`src/logic/cmd_pkg.sv`:
```
// constants, carrier types and shared decode for the step-word, diagnostic
// and graph-download command interpreter.
// assumes a single 100 MHz clock domain and an apb master on the same clock.
package cmd_pkg;

  localparam int NUM_AXES = 8;
  localparam int AXIS_W = 3;
  localparam int WORD_W = 16;
  localparam int BYTE_W = 8;
  localparam int SAMPLE_W = 10;
  localparam int GSI_W = 6;
  localparam int GRAPHS_PER_AXIS = 6;

  // graph selection window and sample count
  localparam logic [GSI_W-1:0] GSI_FIRST = 6'h08;
  localparam logic [GSI_W-1:0] GSI_LAST = 6'h37;
  localparam logic [SAMPLE_W-1:0] SAMPLE_LAST = 10'h3ff;

  // commands that start a graph acquisition
  localparam logic [7:0] CODE_GO = 8'h47;
  localparam logic [7:0] CODE_MOVE_REL = 8'h52;
  localparam logic [7:0] CODE_OPEN_LOOP = 8'h4f;
  localparam logic [7:0] CODE_SINE = 8'h53;
  localparam logic [7:0] CODE_SPLINE = 8'h46;
  localparam logic [7:0] CODE_START_GRAPH = 8'h59;

  // diagnostic pattern nibbles
  localparam logic [3:0] DIAG_HI_NIBBLE = 4'h0;
  localparam logic [3:0] DIAG_MID_NIBBLE = 4'hf;

  // apb map: single registers by byte address
  localparam logic [11:0] ADDR_SYNC_OUT = 12'h000;
  localparam logic [11:0] ADDR_SYNC_IN = 12'h004;
  localparam logic [11:0] ADDR_PLOT_TIME = 12'h008;
  localparam logic [11:0] ADDR_GRAPH_DIS = 12'h00c;
  localparam logic [11:0] ADDR_ACQ_ACTIVE = 12'h010;
  // per-axis arrays: region is paddr[11:5], axis is paddr[4:2]
  localparam logic [6:0] REGION_CMD = 7'h08;
  localparam logic [6:0] REGION_DATA = 7'h09;
  localparam logic [6:0] REGION_STATUS = 7'h0a;
  localparam logic [6:0] REGION_DIN = 7'h0b;

  // reset values
  localparam logic [WORD_W-1:0] PLOT_TIME_RESET = 16'h0001;
  localparam logic [WORD_W-1:0] WORD_ZERO = 16'h0000;

  typedef struct packed {
    logic [7:0] axes;
    logic [7:0] code;
  } step_cmd_word_t;

  typedef struct packed {
    logic [7:0] next_step;
    logic [7:0] link_type;
  } link_word_t;

  typedef struct packed {
    logic [NUM_AXES-1:0] axis_mask;
    logic [7:0] code;
    logic [7:0] next_step;
    logic [7:0] link_type;
  } dispatch_t;

  typedef struct packed {
    logic [GSI_W-1:0] graph_select_index;
    logic [SAMPLE_W-1:0] sample;
  } graph_cmd_t;

  typedef struct packed {
    logic en;
    logic [GSI_W-1:0] sel;
    logic [SAMPLE_W-1:0] sample;
  } graph_rd_t;

  typedef struct packed {
    logic psel;
    logic penable;
    logic pwrite;
    logic [11:0] paddr;
    logic [31:0] pwdata;
  } apb_req_t;

  typedef struct packed {
    logic [31:0] prdata;
    logic pready;
    logic pslverr;
  } apb_rsp_t;

  // diagnostic: bits 15:12 zero, bits 7:4 all ones, others ignored
  function automatic logic is_diag(input logic [WORD_W-1:0] w);
    return (w[15:12] == DIAG_HI_NIBBLE) && (w[7:4] == DIAG_MID_NIBBLE);
  endfunction

  // graph download: selection index at or above the first graph
  function automatic logic is_graph(input logic [WORD_W-1:0] w);
    graph_cmd_t g;
    g = w;
    return g.graph_select_index >= GSI_FIRST;
  endfunction

  function automatic logic is_trigger(input logic [7:0] code);
    return (code == CODE_GO) || (code == CODE_MOVE_REL) ||
      (code == CODE_OPEN_LOOP) || (code == CODE_SINE) ||
      (code == CODE_SPLINE) || (code == CODE_START_GRAPH);
  endfunction

endpackage

```
`src/logic/step_word_diag_graph_cmd.sv`:
```
// command interpreter: fieldbus compact words over apb, parallel port
// diagnostic path, event-step word decode and graph acquisition control.
// assumes graph sample storage outside, answering in the same cycle as the registered request.
//
// Register access over APB and the register addresses were left to the implementer.
`timescale 1ns/1ns
`default_nettype none
module step_word_diag_graph_cmd (
  input wire logic ref_clk_in,
  input wire logic rst_n_in,
  input wire cmd_pkg::apb_req_t apb_in,
  output cmd_pkg::apb_rsp_t apb_out,
  input wire logic step_valid_in,
  output logic step_ready_out,
  input wire cmd_pkg::step_cmd_word_t step_cmd_in,
  input wire cmd_pkg::link_word_t step_link_in,
  input wire logic [cmd_pkg::AXIS_W-1:0] step_axis_in,
  output logic disp_valid_out,
  input wire logic disp_ready_in,
  output cmd_pkg::dispatch_t disp_out,
  input wire logic dio_strobe_in,
  input wire logic [cmd_pkg::WORD_W-1:0] dio_word_in,
  output logic dio_ack_out,
  output logic [cmd_pkg::BYTE_W-1:0] dio_byte_out,
  output cmd_pkg::graph_rd_t graph_rd_out,
  input wire logic [cmd_pkg::WORD_W-1:0] graph_rd_data_in,
  output logic [cmd_pkg::NUM_AXES-1:0] acq_wr_mask_out,
  output logic [cmd_pkg::NUM_AXES-1:0][cmd_pkg::SAMPLE_W-1:0] acq_sample_out
);
  import cmd_pkg::*;

  typedef enum logic [1:0] {
    S_IDLE = 2'b00,
    S_ISSUE = 2'b01,
    S_CAPTURE = 2'b11,
    S_DONE = 2'b10
  } scan_state_t;

  localparam logic [AXIS_W-1:0] AXIS_LAST = AXIS_W'(NUM_AXES - 1);

  // software-visible registers
  logic [WORD_W-1:0] sync_out_reg; // master's submit counter
  logic [WORD_W-1:0] sync_in_reg; // device's done counter
  logic [WORD_W-1:0] plot_time_reg; // clocks per sample, 0 acts as 1
  logic [NUM_AXES-1:0] graph_dis_reg; // per-axis graph disable
  logic [WORD_W-1:0] cmd_reg [NUM_AXES]; // command output words
  logic [WORD_W-1:0] data_reg [NUM_AXES]; // data output words
  logic [WORD_W-1:0] status_reg [NUM_AXES]; // status input words
  logic [WORD_W-1:0] din_reg [NUM_AXES]; // data input words
  logic [31:0] prdata_reg; // read data, loaded in setup phase
  logic [31:0] prdata_next;
  logic hit_next; // address maps to a register

  // scan sequencer
  scan_state_t state_reg;
  logic [AXIS_W-1:0] axis_reg; // axis being served this scan
  logic [WORD_W-1:0] cur_cmd;
  graph_cmd_t cur_graph;
  logic in_range;
  graph_rd_t graph_rd_reg;

  // acquisition
  logic [NUM_AXES-1:0] acq_active_reg;
  logic [NUM_AXES-1:0] start_vec; // start requests this cycle
  logic [WORD_W-1:0] plot_cnt_reg;
  logic plot_tick; // one-cycle sample enable
  logic [NUM_AXES-1:0] acq_wr_mask_reg;
  logic [SAMPLE_W-1:0] sample_reg [NUM_AXES];
  logic [SAMPLE_W-1:0] wr_idx_reg [NUM_AXES]; // index paired with the pulse

  // step dispatch
  dispatch_t step_decoded;
  logic disp_fire;

  // parallel port
  logic strobe_meta_reg; // first synchroniser stage only
  logic strobe_sync_reg;
  logic strobe_prev_reg;
  logic [WORD_W-1:0] word_meta_reg;
  logic [WORD_W-1:0] word_sync_reg;
  logic data_phase_reg; // next strobe carries a data word
  logic last_diag_reg; // previous command was diagnostic
  logic dio_ack_reg;
  logic [BYTE_W-1:0] dio_byte_reg;

  logic apb_setup;
  logic apb_access;
  logic [AXIS_W-1:0] apb_axis;
  logic [6:0] apb_region;

  assign apb_setup = apb_in.psel && !apb_in.penable;
  assign apb_access = apb_in.psel && apb_in.penable;
  assign apb_axis = apb_in.paddr[4:2];
  assign apb_region = apb_in.paddr[11:5];

  // zero wait states; the error flag is held from the setup decode
  logic hit_reg;
  assign apb_out.pready = apb_access;
  assign apb_out.pslverr = apb_access && !hit_reg;
  assign apb_out.prdata = prdata_reg;

  // read decode, unmapped words read zero and flag an error
  always_comb
  begin
    prdata_next = 32'h0000_0000;
    hit_next = 1'b1;
    case (apb_in.paddr)
      ADDR_SYNC_OUT: prdata_next = {16'h0000, sync_out_reg};
      ADDR_SYNC_IN: prdata_next = {16'h0000, sync_in_reg};
      ADDR_PLOT_TIME: prdata_next = {16'h0000, plot_time_reg};
      ADDR_GRAPH_DIS: prdata_next = {24'h00_0000, graph_dis_reg};
      ADDR_ACQ_ACTIVE: prdata_next = {24'h00_0000, acq_active_reg};
      default:
      begin
        if (apb_in.paddr[1:0] != 2'h0)
        begin
          hit_next = 1'b0;
        end
        else if (apb_region == REGION_CMD)
        begin
          prdata_next = {16'h0000, cmd_reg[apb_axis]};
        end
        else if (apb_region == REGION_DATA)
        begin
          prdata_next = {16'h0000, data_reg[apb_axis]};
        end
        else if (apb_region == REGION_STATUS)
        begin
          prdata_next = {16'h0000, status_reg[apb_axis]};
        end
        else if (apb_region == REGION_DIN)
        begin
          prdata_next = {16'h0000, din_reg[apb_axis]};
        end
        else
        begin
          hit_next = 1'b0;
        end
      end
    endcase
  end

  // capture read data and decode result in the setup cycle
  always_ff @(posedge ref_clk_in)
  begin
    if (!rst_n_in)
    begin
      prdata_reg <= 32'h0000_0000;
      hit_reg <= 1'b0;
    end
    else if (apb_setup)
    begin
      prdata_reg <= prdata_next;
      hit_reg <= hit_next;
    end
  end

  // software-written registers, written only at the access edge
  always_ff @(posedge ref_clk_in)
  begin
    if (!rst_n_in)
    begin
      sync_out_reg <= WORD_ZERO;
      plot_time_reg <= PLOT_TIME_RESET;
      graph_dis_reg <= '0;
      for (int i = 0; i < NUM_AXES; i++)
      begin
        cmd_reg[i] <= WORD_ZERO;
        data_reg[i] <= WORD_ZERO;
      end
    end
    else if (apb_access && apb_in.pwrite && hit_reg)
    begin
      // master bumps the counter to submit the words
      if (apb_in.paddr == ADDR_SYNC_OUT)
        sync_out_reg <= apb_in.pwdata[WORD_W-1:0];
      else if (apb_in.paddr == ADDR_PLOT_TIME)
        plot_time_reg <= apb_in.pwdata[WORD_W-1:0];
      else if (apb_in.paddr == ADDR_GRAPH_DIS)
        graph_dis_reg <= apb_in.pwdata[NUM_AXES-1:0];
      else if (apb_region == REGION_CMD)
        cmd_reg[apb_axis] <= apb_in.pwdata[WORD_W-1:0];
      else if (apb_region == REGION_DATA)
        data_reg[apb_axis] <= apb_in.pwdata[WORD_W-1:0];
    end
  end

  assign cur_cmd = cmd_reg[axis_reg];
  assign cur_graph = cur_cmd; // select 15:10, sample 9:0
  assign in_range = cur_graph.graph_select_index <= GSI_LAST;

  // scan: one pass over all axes per sync change, one word each
  always_ff @(posedge ref_clk_in)
  begin
    if (!rst_n_in)
    begin
      state_reg <= S_IDLE;
      axis_reg <= '0;
      sync_in_reg <= WORD_ZERO;
      graph_rd_reg <= '0;
    end
    else
    begin
      graph_rd_reg.en <= 1'b0;
      case (state_reg)
        S_IDLE:
        begin
          axis_reg <= '0;
          if (sync_out_reg != sync_in_reg)
            state_reg <= S_ISSUE;
        end
        S_ISSUE:
        begin
          // index minus first gives axis*6+type in order
          if (is_graph(cur_cmd) && in_range)
          begin
            graph_rd_reg.en <= 1'b1;
            graph_rd_reg.sel <= cur_graph.graph_select_index - GSI_FIRST;
            graph_rd_reg.sample <= cur_graph.sample;
          end
          state_reg <= S_CAPTURE;
        end
        S_CAPTURE:
        begin
          axis_reg <= axis_reg + 1'b1;
          state_reg <= (axis_reg == AXIS_LAST) ? S_DONE : S_ISSUE;
        end
        S_DONE:
        begin
          // answers are valid once the counters match
          sync_in_reg <= sync_out_reg;
          state_reg <= S_IDLE;
        end
        default: state_reg <= S_IDLE;
      endcase
    end
  end

  // input words for the axis being captured
  always_ff @(posedge ref_clk_in)
  begin
    if (!rst_n_in)
    begin
      for (int i = 0; i < NUM_AXES; i++)
      begin
        status_reg[i] <= WORD_ZERO;
        din_reg[i] <= WORD_ZERO;
      end
    end
    else if (state_reg == S_CAPTURE)
    begin
      status_reg[axis_reg] <= cur_cmd;
      if (is_diag(cur_cmd))
        din_reg[axis_reg] <= data_reg[axis_reg]; // echo both
      else if (is_graph(cur_cmd))
        // out-of-range select never reaches storage
        din_reg[axis_reg] <= in_range ? graph_rd_data_in : WORD_ZERO;
    end
  end

  assign graph_rd_out = graph_rd_reg;

  // step word decode: zero axes byte means the running axis
  always_comb
  begin
    step_decoded = '0;
    step_decoded.code = step_cmd_in.code;
    if (step_cmd_in.axes == 8'h00)
      step_decoded.axis_mask[step_axis_in] = 1'b1;
    else
      step_decoded.axis_mask = step_cmd_in.axes[NUM_AXES-1:0];
    step_decoded.next_step = step_link_in.next_step;
    step_decoded.link_type = step_link_in.link_type;
  end

  // a stalled receiver backs up into the step source
  two_entry_buffer #(
    .WIDTH($bits(dispatch_t))
  ) u_disp_buf (
    .ref_clk_in(ref_clk_in),
    .rst_n_in(rst_n_in),
    .in_valid_in(step_valid_in),
    .in_ready_out(step_ready_out),
    .in_data_in(step_decoded),
    .out_valid_out(disp_valid_out),
    .out_ready_in(disp_ready_in),
    .out_data_out(disp_out)
  );

  assign disp_fire = disp_valid_out && disp_ready_in;

  // start requests from the scan and from accepted dispatches
  always_comb
  begin
    start_vec = '0;
    if ((state_reg == S_ISSUE) && !is_graph(cur_cmd) &&
        (cur_cmd[15:12] == DIAG_HI_NIBBLE) && is_trigger(cur_cmd[7:0]))
      start_vec[axis_reg] = 1'b1;
    if (disp_fire && is_trigger(disp_out.code))
      start_vec = start_vec | disp_out.axis_mask;
    // disabled axes keep their last graph
    start_vec = start_vec & ~graph_dis_reg;
  end

  // sample-rate divider from the plot time value
  always_ff @(posedge ref_clk_in)
  begin
    if (!rst_n_in)
      plot_cnt_reg <= WORD_ZERO;
    else if (plot_tick)
      plot_cnt_reg <= WORD_ZERO;
    else
      plot_cnt_reg <= plot_cnt_reg + 1'b1;
  end

  // zero plot time would stall sampling, so it behaves as one
  assign plot_tick = (plot_cnt_reg + 1'b1 >= plot_time_reg);

  // per-axis acquisition: fills all six arrays at one index per tick
  generate
    for (genvar a = 0; a < NUM_AXES; a++)
    begin : g_acq
      always_ff @(posedge ref_clk_in)
      begin
        if (!rst_n_in)
        begin
          acq_active_reg[a] <= 1'b0;
          sample_reg[a] <= '0;
          wr_idx_reg[a] <= '0;
          acq_wr_mask_reg[a] <= 1'b0;
        end
        else
        begin
          acq_wr_mask_reg[a] <= 1'b0;
          if (start_vec[a])
          begin
            // only a new start overwrites stored samples
            acq_active_reg[a] <= 1'b1;
            sample_reg[a] <= '0;
          end
          else if (acq_active_reg[a] && plot_tick)
          begin
            // the pulse carries the index before the bump, 0 first
            acq_wr_mask_reg[a] <= 1'b1;
            wr_idx_reg[a] <= sample_reg[a];
            sample_reg[a] <= sample_reg[a] + 1'b1;
            if (sample_reg[a] == SAMPLE_LAST)
              acq_active_reg[a] <= 1'b0;
          end
        end
      end
      assign acq_sample_out[a] = wr_idx_reg[a];
    end
  endgenerate

  assign acq_wr_mask_out = acq_wr_mask_reg;

  // parallel port pins cross in through two flops
  always_ff @(posedge ref_clk_in)
  begin
    if (!rst_n_in)
    begin
      strobe_meta_reg <= 1'b0;
      strobe_sync_reg <= 1'b0;
      strobe_prev_reg <= 1'b0;
      word_meta_reg <= WORD_ZERO;
      word_sync_reg <= WORD_ZERO;
    end
    else
    begin
      strobe_meta_reg <= dio_strobe_in;
      strobe_sync_reg <= strobe_meta_reg;
      strobe_prev_reg <= strobe_sync_reg;
      word_meta_reg <= dio_word_in;
      word_sync_reg <= word_meta_reg;
    end
  end

  // one byte per strobe; ack follows the strobe level
  always_ff @(posedge ref_clk_in)
  begin
    if (!rst_n_in)
    begin
      data_phase_reg <= 1'b0;
      last_diag_reg <= 1'b0;
      dio_ack_reg <= 1'b0;
      dio_byte_reg <= 8'h00;
    end
    else if (strobe_sync_reg && !strobe_prev_reg)
    begin
      dio_ack_reg <= 1'b1;
      data_phase_reg <= ~data_phase_reg;
      if (!data_phase_reg)
      begin
        last_diag_reg <= is_diag(word_sync_reg);
        // graph words get no data on this port
        dio_byte_reg <= (is_diag(word_sync_reg) && !is_graph(word_sync_reg))
          ? word_sync_reg[7:0] : 8'h00;
      end
      else
      begin
        dio_byte_reg <= last_diag_reg ? word_sync_reg[7:0] : 8'h00;
      end
    end
    else if (!strobe_sync_reg)
    begin
      dio_ack_reg <= 1'b0;
    end
  end

  assign dio_ack_out = dio_ack_reg;
  assign dio_byte_out = dio_byte_reg;

endmodule
`default_nettype wire

```
`src/logic/two_entry_buffer.sv`:
```
// two-entry valid/ready buffer holding decoded step dispatches.
// assumes both sides on the same clock; in_ready_out is honest.
`timescale 1ns/1ns
`default_nettype none
module two_entry_buffer #(
  parameter int WIDTH = 32
) (
  input wire logic ref_clk_in,
  input wire logic rst_n_in,
  input wire logic in_valid_in,
  output logic in_ready_out,
  input wire logic [WIDTH-1:0] in_data_in,
  output logic out_valid_out,
  input wire logic out_ready_in,
  output logic [WIDTH-1:0] out_data_out
);
  logic [WIDTH-1:0] mem_reg [2]; // storage entries
  logic wr_ptr_reg; // next entry to fill
  logic rd_ptr_reg; // next entry to drain
  logic [1:0] count_reg; // entries held
  logic push;
  logic pop;

  assign push = in_valid_in && in_ready_out;
  assign pop = out_valid_out && out_ready_in;
  // full stalls the source so a stalled sink loses nothing
  assign in_ready_out = (count_reg != 2'h2);
  assign out_valid_out = (count_reg != 2'h0);
  assign out_data_out = mem_reg[rd_ptr_reg];

  // storage write
  always_ff @(posedge ref_clk_in)
  begin
    if (push)
    begin
      mem_reg[wr_ptr_reg] <= in_data_in;
    end
  end

  // pointers and occupancy
  always_ff @(posedge ref_clk_in)
  begin
    if (!rst_n_in)
    begin
      wr_ptr_reg <= 1'b0;
      rd_ptr_reg <= 1'b0;
      count_reg <= 2'h0;
    end
    else
    begin
      if (push)
      begin
        wr_ptr_reg <= ~wr_ptr_reg;
      end
      if (pop)
      begin
        rd_ptr_reg <= ~rd_ptr_reg;
      end
      count_reg <= count_reg + {1'b0, push} - {1'b0, pop};
    end
  end
endmodule
`default_nettype wire

```
`config.mk`:
```
export PLATFORM = sky130hd
export DESIGN_NAME = step_word_diag_graph_cmd
export DESIGN_NICKNAME = d
export VERILOG_FILES = /design/src/logic/cmd_pkg.sv /design/src/logic/step_word_diag_graph_cmd.sv /design/src/logic/two_entry_buffer.sv
export SDC_FILE = /design/constraint.sdc
export NUM_CORES = 2
export LEC_CHECK = 0
export BUFFER_PORTS_ARGS = -buffer_cell sky130_fd_sc_hd__buf_2
export CAP_MARGIN = 15
export CORE_MARGIN = 2
export CORE_UTILIZATION = 50
export CTS_CLUSTER_SIZE = 40
export DETAILED_ROUTE_END_ITERATION = 7
export HOLD_SLACK_MARGIN = 0.02
export PLACE_DENSITY = 0.75
export SYNTH_ARGS = -nofsm -noshare
export SYNTH_HDL_FRONTEND = slang
export SYNTH_SLANG_ARGS = --single-unit
```
`constraint.sdc`:
```
create_clock -name ref_clk_in -period 5.26 [get_ports ref_clk_in]
set_clock_uncertainty 0.1 [all_clocks]
set_input_delay 0.263 -clock ref_clk_in [delete_from_list [all_inputs] [get_ports ref_clk_in]]
set_output_delay 0.263 -clock ref_clk_in [all_outputs]
set_load 0.1 [all_outputs]
```
==> impl_results.md <==
* Final ANT Viol Nets at 0
* Total track usage at 0.2573
* Routed wire length at 113900 um
* Number of optimization iterations in the first detailed-route pass at 6
* Clock H-tree levels at 3
* Buffers inserted during post-CTS setup optimization at 0
* Total via count after detailed routing at 27.54k
* Hold Vio Cnt, Final at 0
* Total of buffers placed on input and output ports at 264
* Yosys synthesis warning count at 0
* Main synth FF type: sky130_fd_sc_hd__edfxtp_1
* Path category of the worst min-delay check: primary input to flop
* Share of flip-flops with an asynchronous set or reset at 0
* Kind of end point of the critical path: flop
* Transition time of the tightest slew-check pin at 1173 ps
* Path type of the worst setup path: flop to flop
* Sum of negative setup slack at 0 ps
* Post-route clock period utilization at 0.8492
* Worst reg-to-reg path cell count at 8
* Standard-cell row count at 107
* Largest net degree at the start of global routing at 103
* Most frequent standard cell in the layout excluding fill and tap cells: sky130_fd_sc_hd__edfxtp_1
* Iter 0 DRT Violations at 3092
* Grt total ovfl at 0
* Largest buffer count on any clock path at 3
* Max capacitance violation total at 0
* Die footprint at 0.08760 mm2
* Achievable Freq at 223.9 MHz
* Cells resized by post-CTS repair at 0
* Post-Syn Instances at 3185
* Floorplan die height at 296.0 um
* Arr. time, crit path at 4650 ps
* Pleak at 18.33 nW
* Number of top-level pins at 301
* Hold path cells at 3
* Most frequent cells in the layout: sky130_fd_sc_hd__edfxtp_1 (736), sky130_fd_sc_hd__nor2_1 (485), sky130_fd_sc_hd__and2_1 (319), sky130_fd_sc_hd__buf_2 (260), sky130_fd_sc_hd__mux4_2 (181)
* Status: finished clean
* Ratio of cells with drive above 1 in the final layout at 0.2335
* Filler Cells Inserted at 6600
* Vias per std cell at 5.848
* Post-route DRC at 0
* Final net count at 3641
* CP Data Required Time at 5440 ps
* Root buffer selected by CTS: sky130_fd_sc_hd__clkbuf_16
* Number of antenna violations at the first check in global routing at 4
* Post-DP HPWL at 75470 um
* Die Span X at 296.0 um
* Final worst path period need at 4467 ps
* Via count of the first global-routing pass at 26.65k
* First-pass GRT wire length at 167800 um
* Sink count of the clock tree at 909
* Startpoint kind of the worst setup timing path: flop
* Area growth from synthesis to layout at 15.08%
* Post-DR wirelength/cell at 24.18 um
* Worst skew pair latency at 680 ps
* CORE AREA at 0.08488 mm2
* Power per standard cell area at 362.6 mW/mm2
* Register bit count reported by yosys at 909
* Synth unique cells at 73
* Initial Util at 0.5022
* CTS tree: done
* RSZ-0062 raised after global routing: false
* Number of clock buffers inserted by TritonCTS at 90
* Max-slew headroom at the worst pin at 0.1954
* Count of pins over their slew limit at 0
* GP Congestion at 0.8850
* Pwr Total at 17.79 mW
* Endpoints failing setup at 0
* Post-synth EDFFs at 736
* Netlist Area Pre-Place at 0.04262 mm2
* Maximum ir drop on the vdd rail at 0.3058 mV
* Max Fanout on Critical Path at 17
* Clock transition time at the flip-flop clock pins of the worst setup and hold paths at 70 ps
* Post-synthesis sequential area ratio at 0.5998
* Mapped Avg Cell Area at 13.38 um2
synth_stat cells, types with 8 or more instances:
cell type	number	share of area
sky130_fd_sc_hd__a211oi_1	21	0.0037
sky130_fd_sc_hd__a21o_1	13	0.0023
sky130_fd_sc_hd__a21oi_1	61	0.0072
sky130_fd_sc_hd__a221oi_1	8	0.0016
sky130_fd_sc_hd__a22o_1	8	0.0016
sky130_fd_sc_hd__a22oi_1	43	0.0076
sky130_fd_sc_hd__a31oi_1	10	0.0015
sky130_fd_sc_hd__and2_1	319	0.047
sky130_fd_sc_hd__and2_4	63	0.013
sky130_fd_sc_hd__and3_1	42	0.0062
sky130_fd_sc_hd__buf_1	32	0.0028
sky130_fd_sc_hd__buf_2	18	0.0021
sky130_fd_sc_hd__buf_4	19	0.0033
sky130_fd_sc_hd__buf_6	9	0.0024
sky130_fd_sc_hd__clkbuf_1	139	0.012
sky130_fd_sc_hd__dfxtp_1	173	0.081
sky130_fd_sc_hd__edfxtp_1	736	0.52
sky130_fd_sc_hd__ha_1	35	0.010
sky130_fd_sc_hd__inv_1	38	0.0033
sky130_fd_sc_hd__mux2_2	41	0.011
sky130_fd_sc_hd__mux2i_1	173	0.041
sky130_fd_sc_hd__mux4_1	8	0.0049
sky130_fd_sc_hd__mux4_2	181	0.096
sky130_fd_sc_hd__nand2_1	99	0.0087
sky130_fd_sc_hd__nand2b_1	22	0.0032
sky130_fd_sc_hd__nand3_1	69	0.0081
sky130_fd_sc_hd__nand4_1	25	0.0037
sky130_fd_sc_hd__nor2_1	488	0.043
sky130_fd_sc_hd__nor2b_1	18	0.0026
sky130_fd_sc_hd__nor3_1	18	0.0021
sky130_fd_sc_hd__o21ai_0	47	0.0055
sky130_fd_sc_hd__xnor2_1	44	0.0090
sky130_fd_sc_hd__xor2_1	56	0.012
final timing paths:
kind                            slack [ps]                end             start
worst min register to register         330   word_sync_reg[1]  word_meta_reg[1]
worst min-delay path                    50   graph_dis_reg[7]         apb_in[7]
worst max register to register         790  wr_idx_reg[0][24]              flop
worst max-delay path                   790  wr_idx_reg[0][24]              flop
layout make-up:
class | instances | area [um2] | share of cell area
Inverter | 47 | 192.7 | 0.003928
Timing Repair Buffer | 416 | 2684 | 0.05471
Tap cell | 1144 | 1431 | 0.02918
Antenna cell | 2 | 5.005 | 0.0001020
Clock inverter | 52 | 670.6 | 0.01367
Clock buffer | 116 | 2525 | 0.05147
Sequential cell | 909 | 25570 | 0.5213
Multi-Input combinational cell | 2023 | 15970 | 0.3256
report_power, final:
part	internal, mW	switching, mW
combinational	0.605	2.07
sequential	8.10	0.177
clock	3.99	2.85
total	12.7	5.10
worst max-delay path, stage by stage (launching register included):
cell,delay [ps]
sky130_fd_sc_hd__dfxtp_1,990
sky130_fd_sc_hd__buf_4,420
sky130_fd_sc_hd__mux4_1,620
sky130_fd_sc_hd__mux2i_1,160
sky130_fd_sc_hd__buf_4,240
sky130_fd_sc_hd__o41a_1,320
sky130_fd_sc_hd__nor4b_2,160
sky130_fd_sc_hd__a22o_1,260
sky130_fd_sc_hd__a21oi_1,790
kinds of logic after synthesis:
group                      count (synthesis)  synth area share
DFF                                      909            0.5998
other                                      1        0.00008798
and+or+nand+nor                         1220            0.1506
muxes                                    403            0.1520
adders and majority gates                 35           0.01027
AOI/OAI and AO/OA                        249           0.03857
xor gates and xnor gates                 100           0.02055
buffers and inverters                    268           0.02809
timing repair:
item                       CTS  global route
setup endpoints to repair    0             0
hold buffers                72             0
hold endpoints to repair   159             0
stage by stage:
| stage | instance area (um2) | worst slack (ps) | cells | util | hold WS, ps |
|---|---|---|---|---|---|
| 3_5_place_dp | 45110 | 846.2 | 4465 | 0.5315 | 320.0 |
| 5_1_grt | 49050 | 514.6 | 4707 | 0.5779 | 56.13 |
| 2_1_floorplan | 42680 | 1472 | 3200 | - | 261.9 |
| 4_1_cts | 49030 | 811.7 | 4705 | 0.5776 | 25.79 |
| 3_3_place_gp | 45110 | 969.3 | 4465 | 0.5315 | 313.7 |
| 6_report | 49050 | 793.2 | 4709 | 0.5779 | 52.48 |
layer usage:
layer / GRT usage / vias to the layer above / share of wire
met5: 0 / - / 0.00023
met4: 0.1218 / 4 / 0.048
met3: 0.04347 / 251 / 0.092
met2: 0.4158 / 1387 / 0.48
met1: 0.3409 / 13630 / 0.38
li1: - / 12270 / -
(Power assumes the default switching activity.)
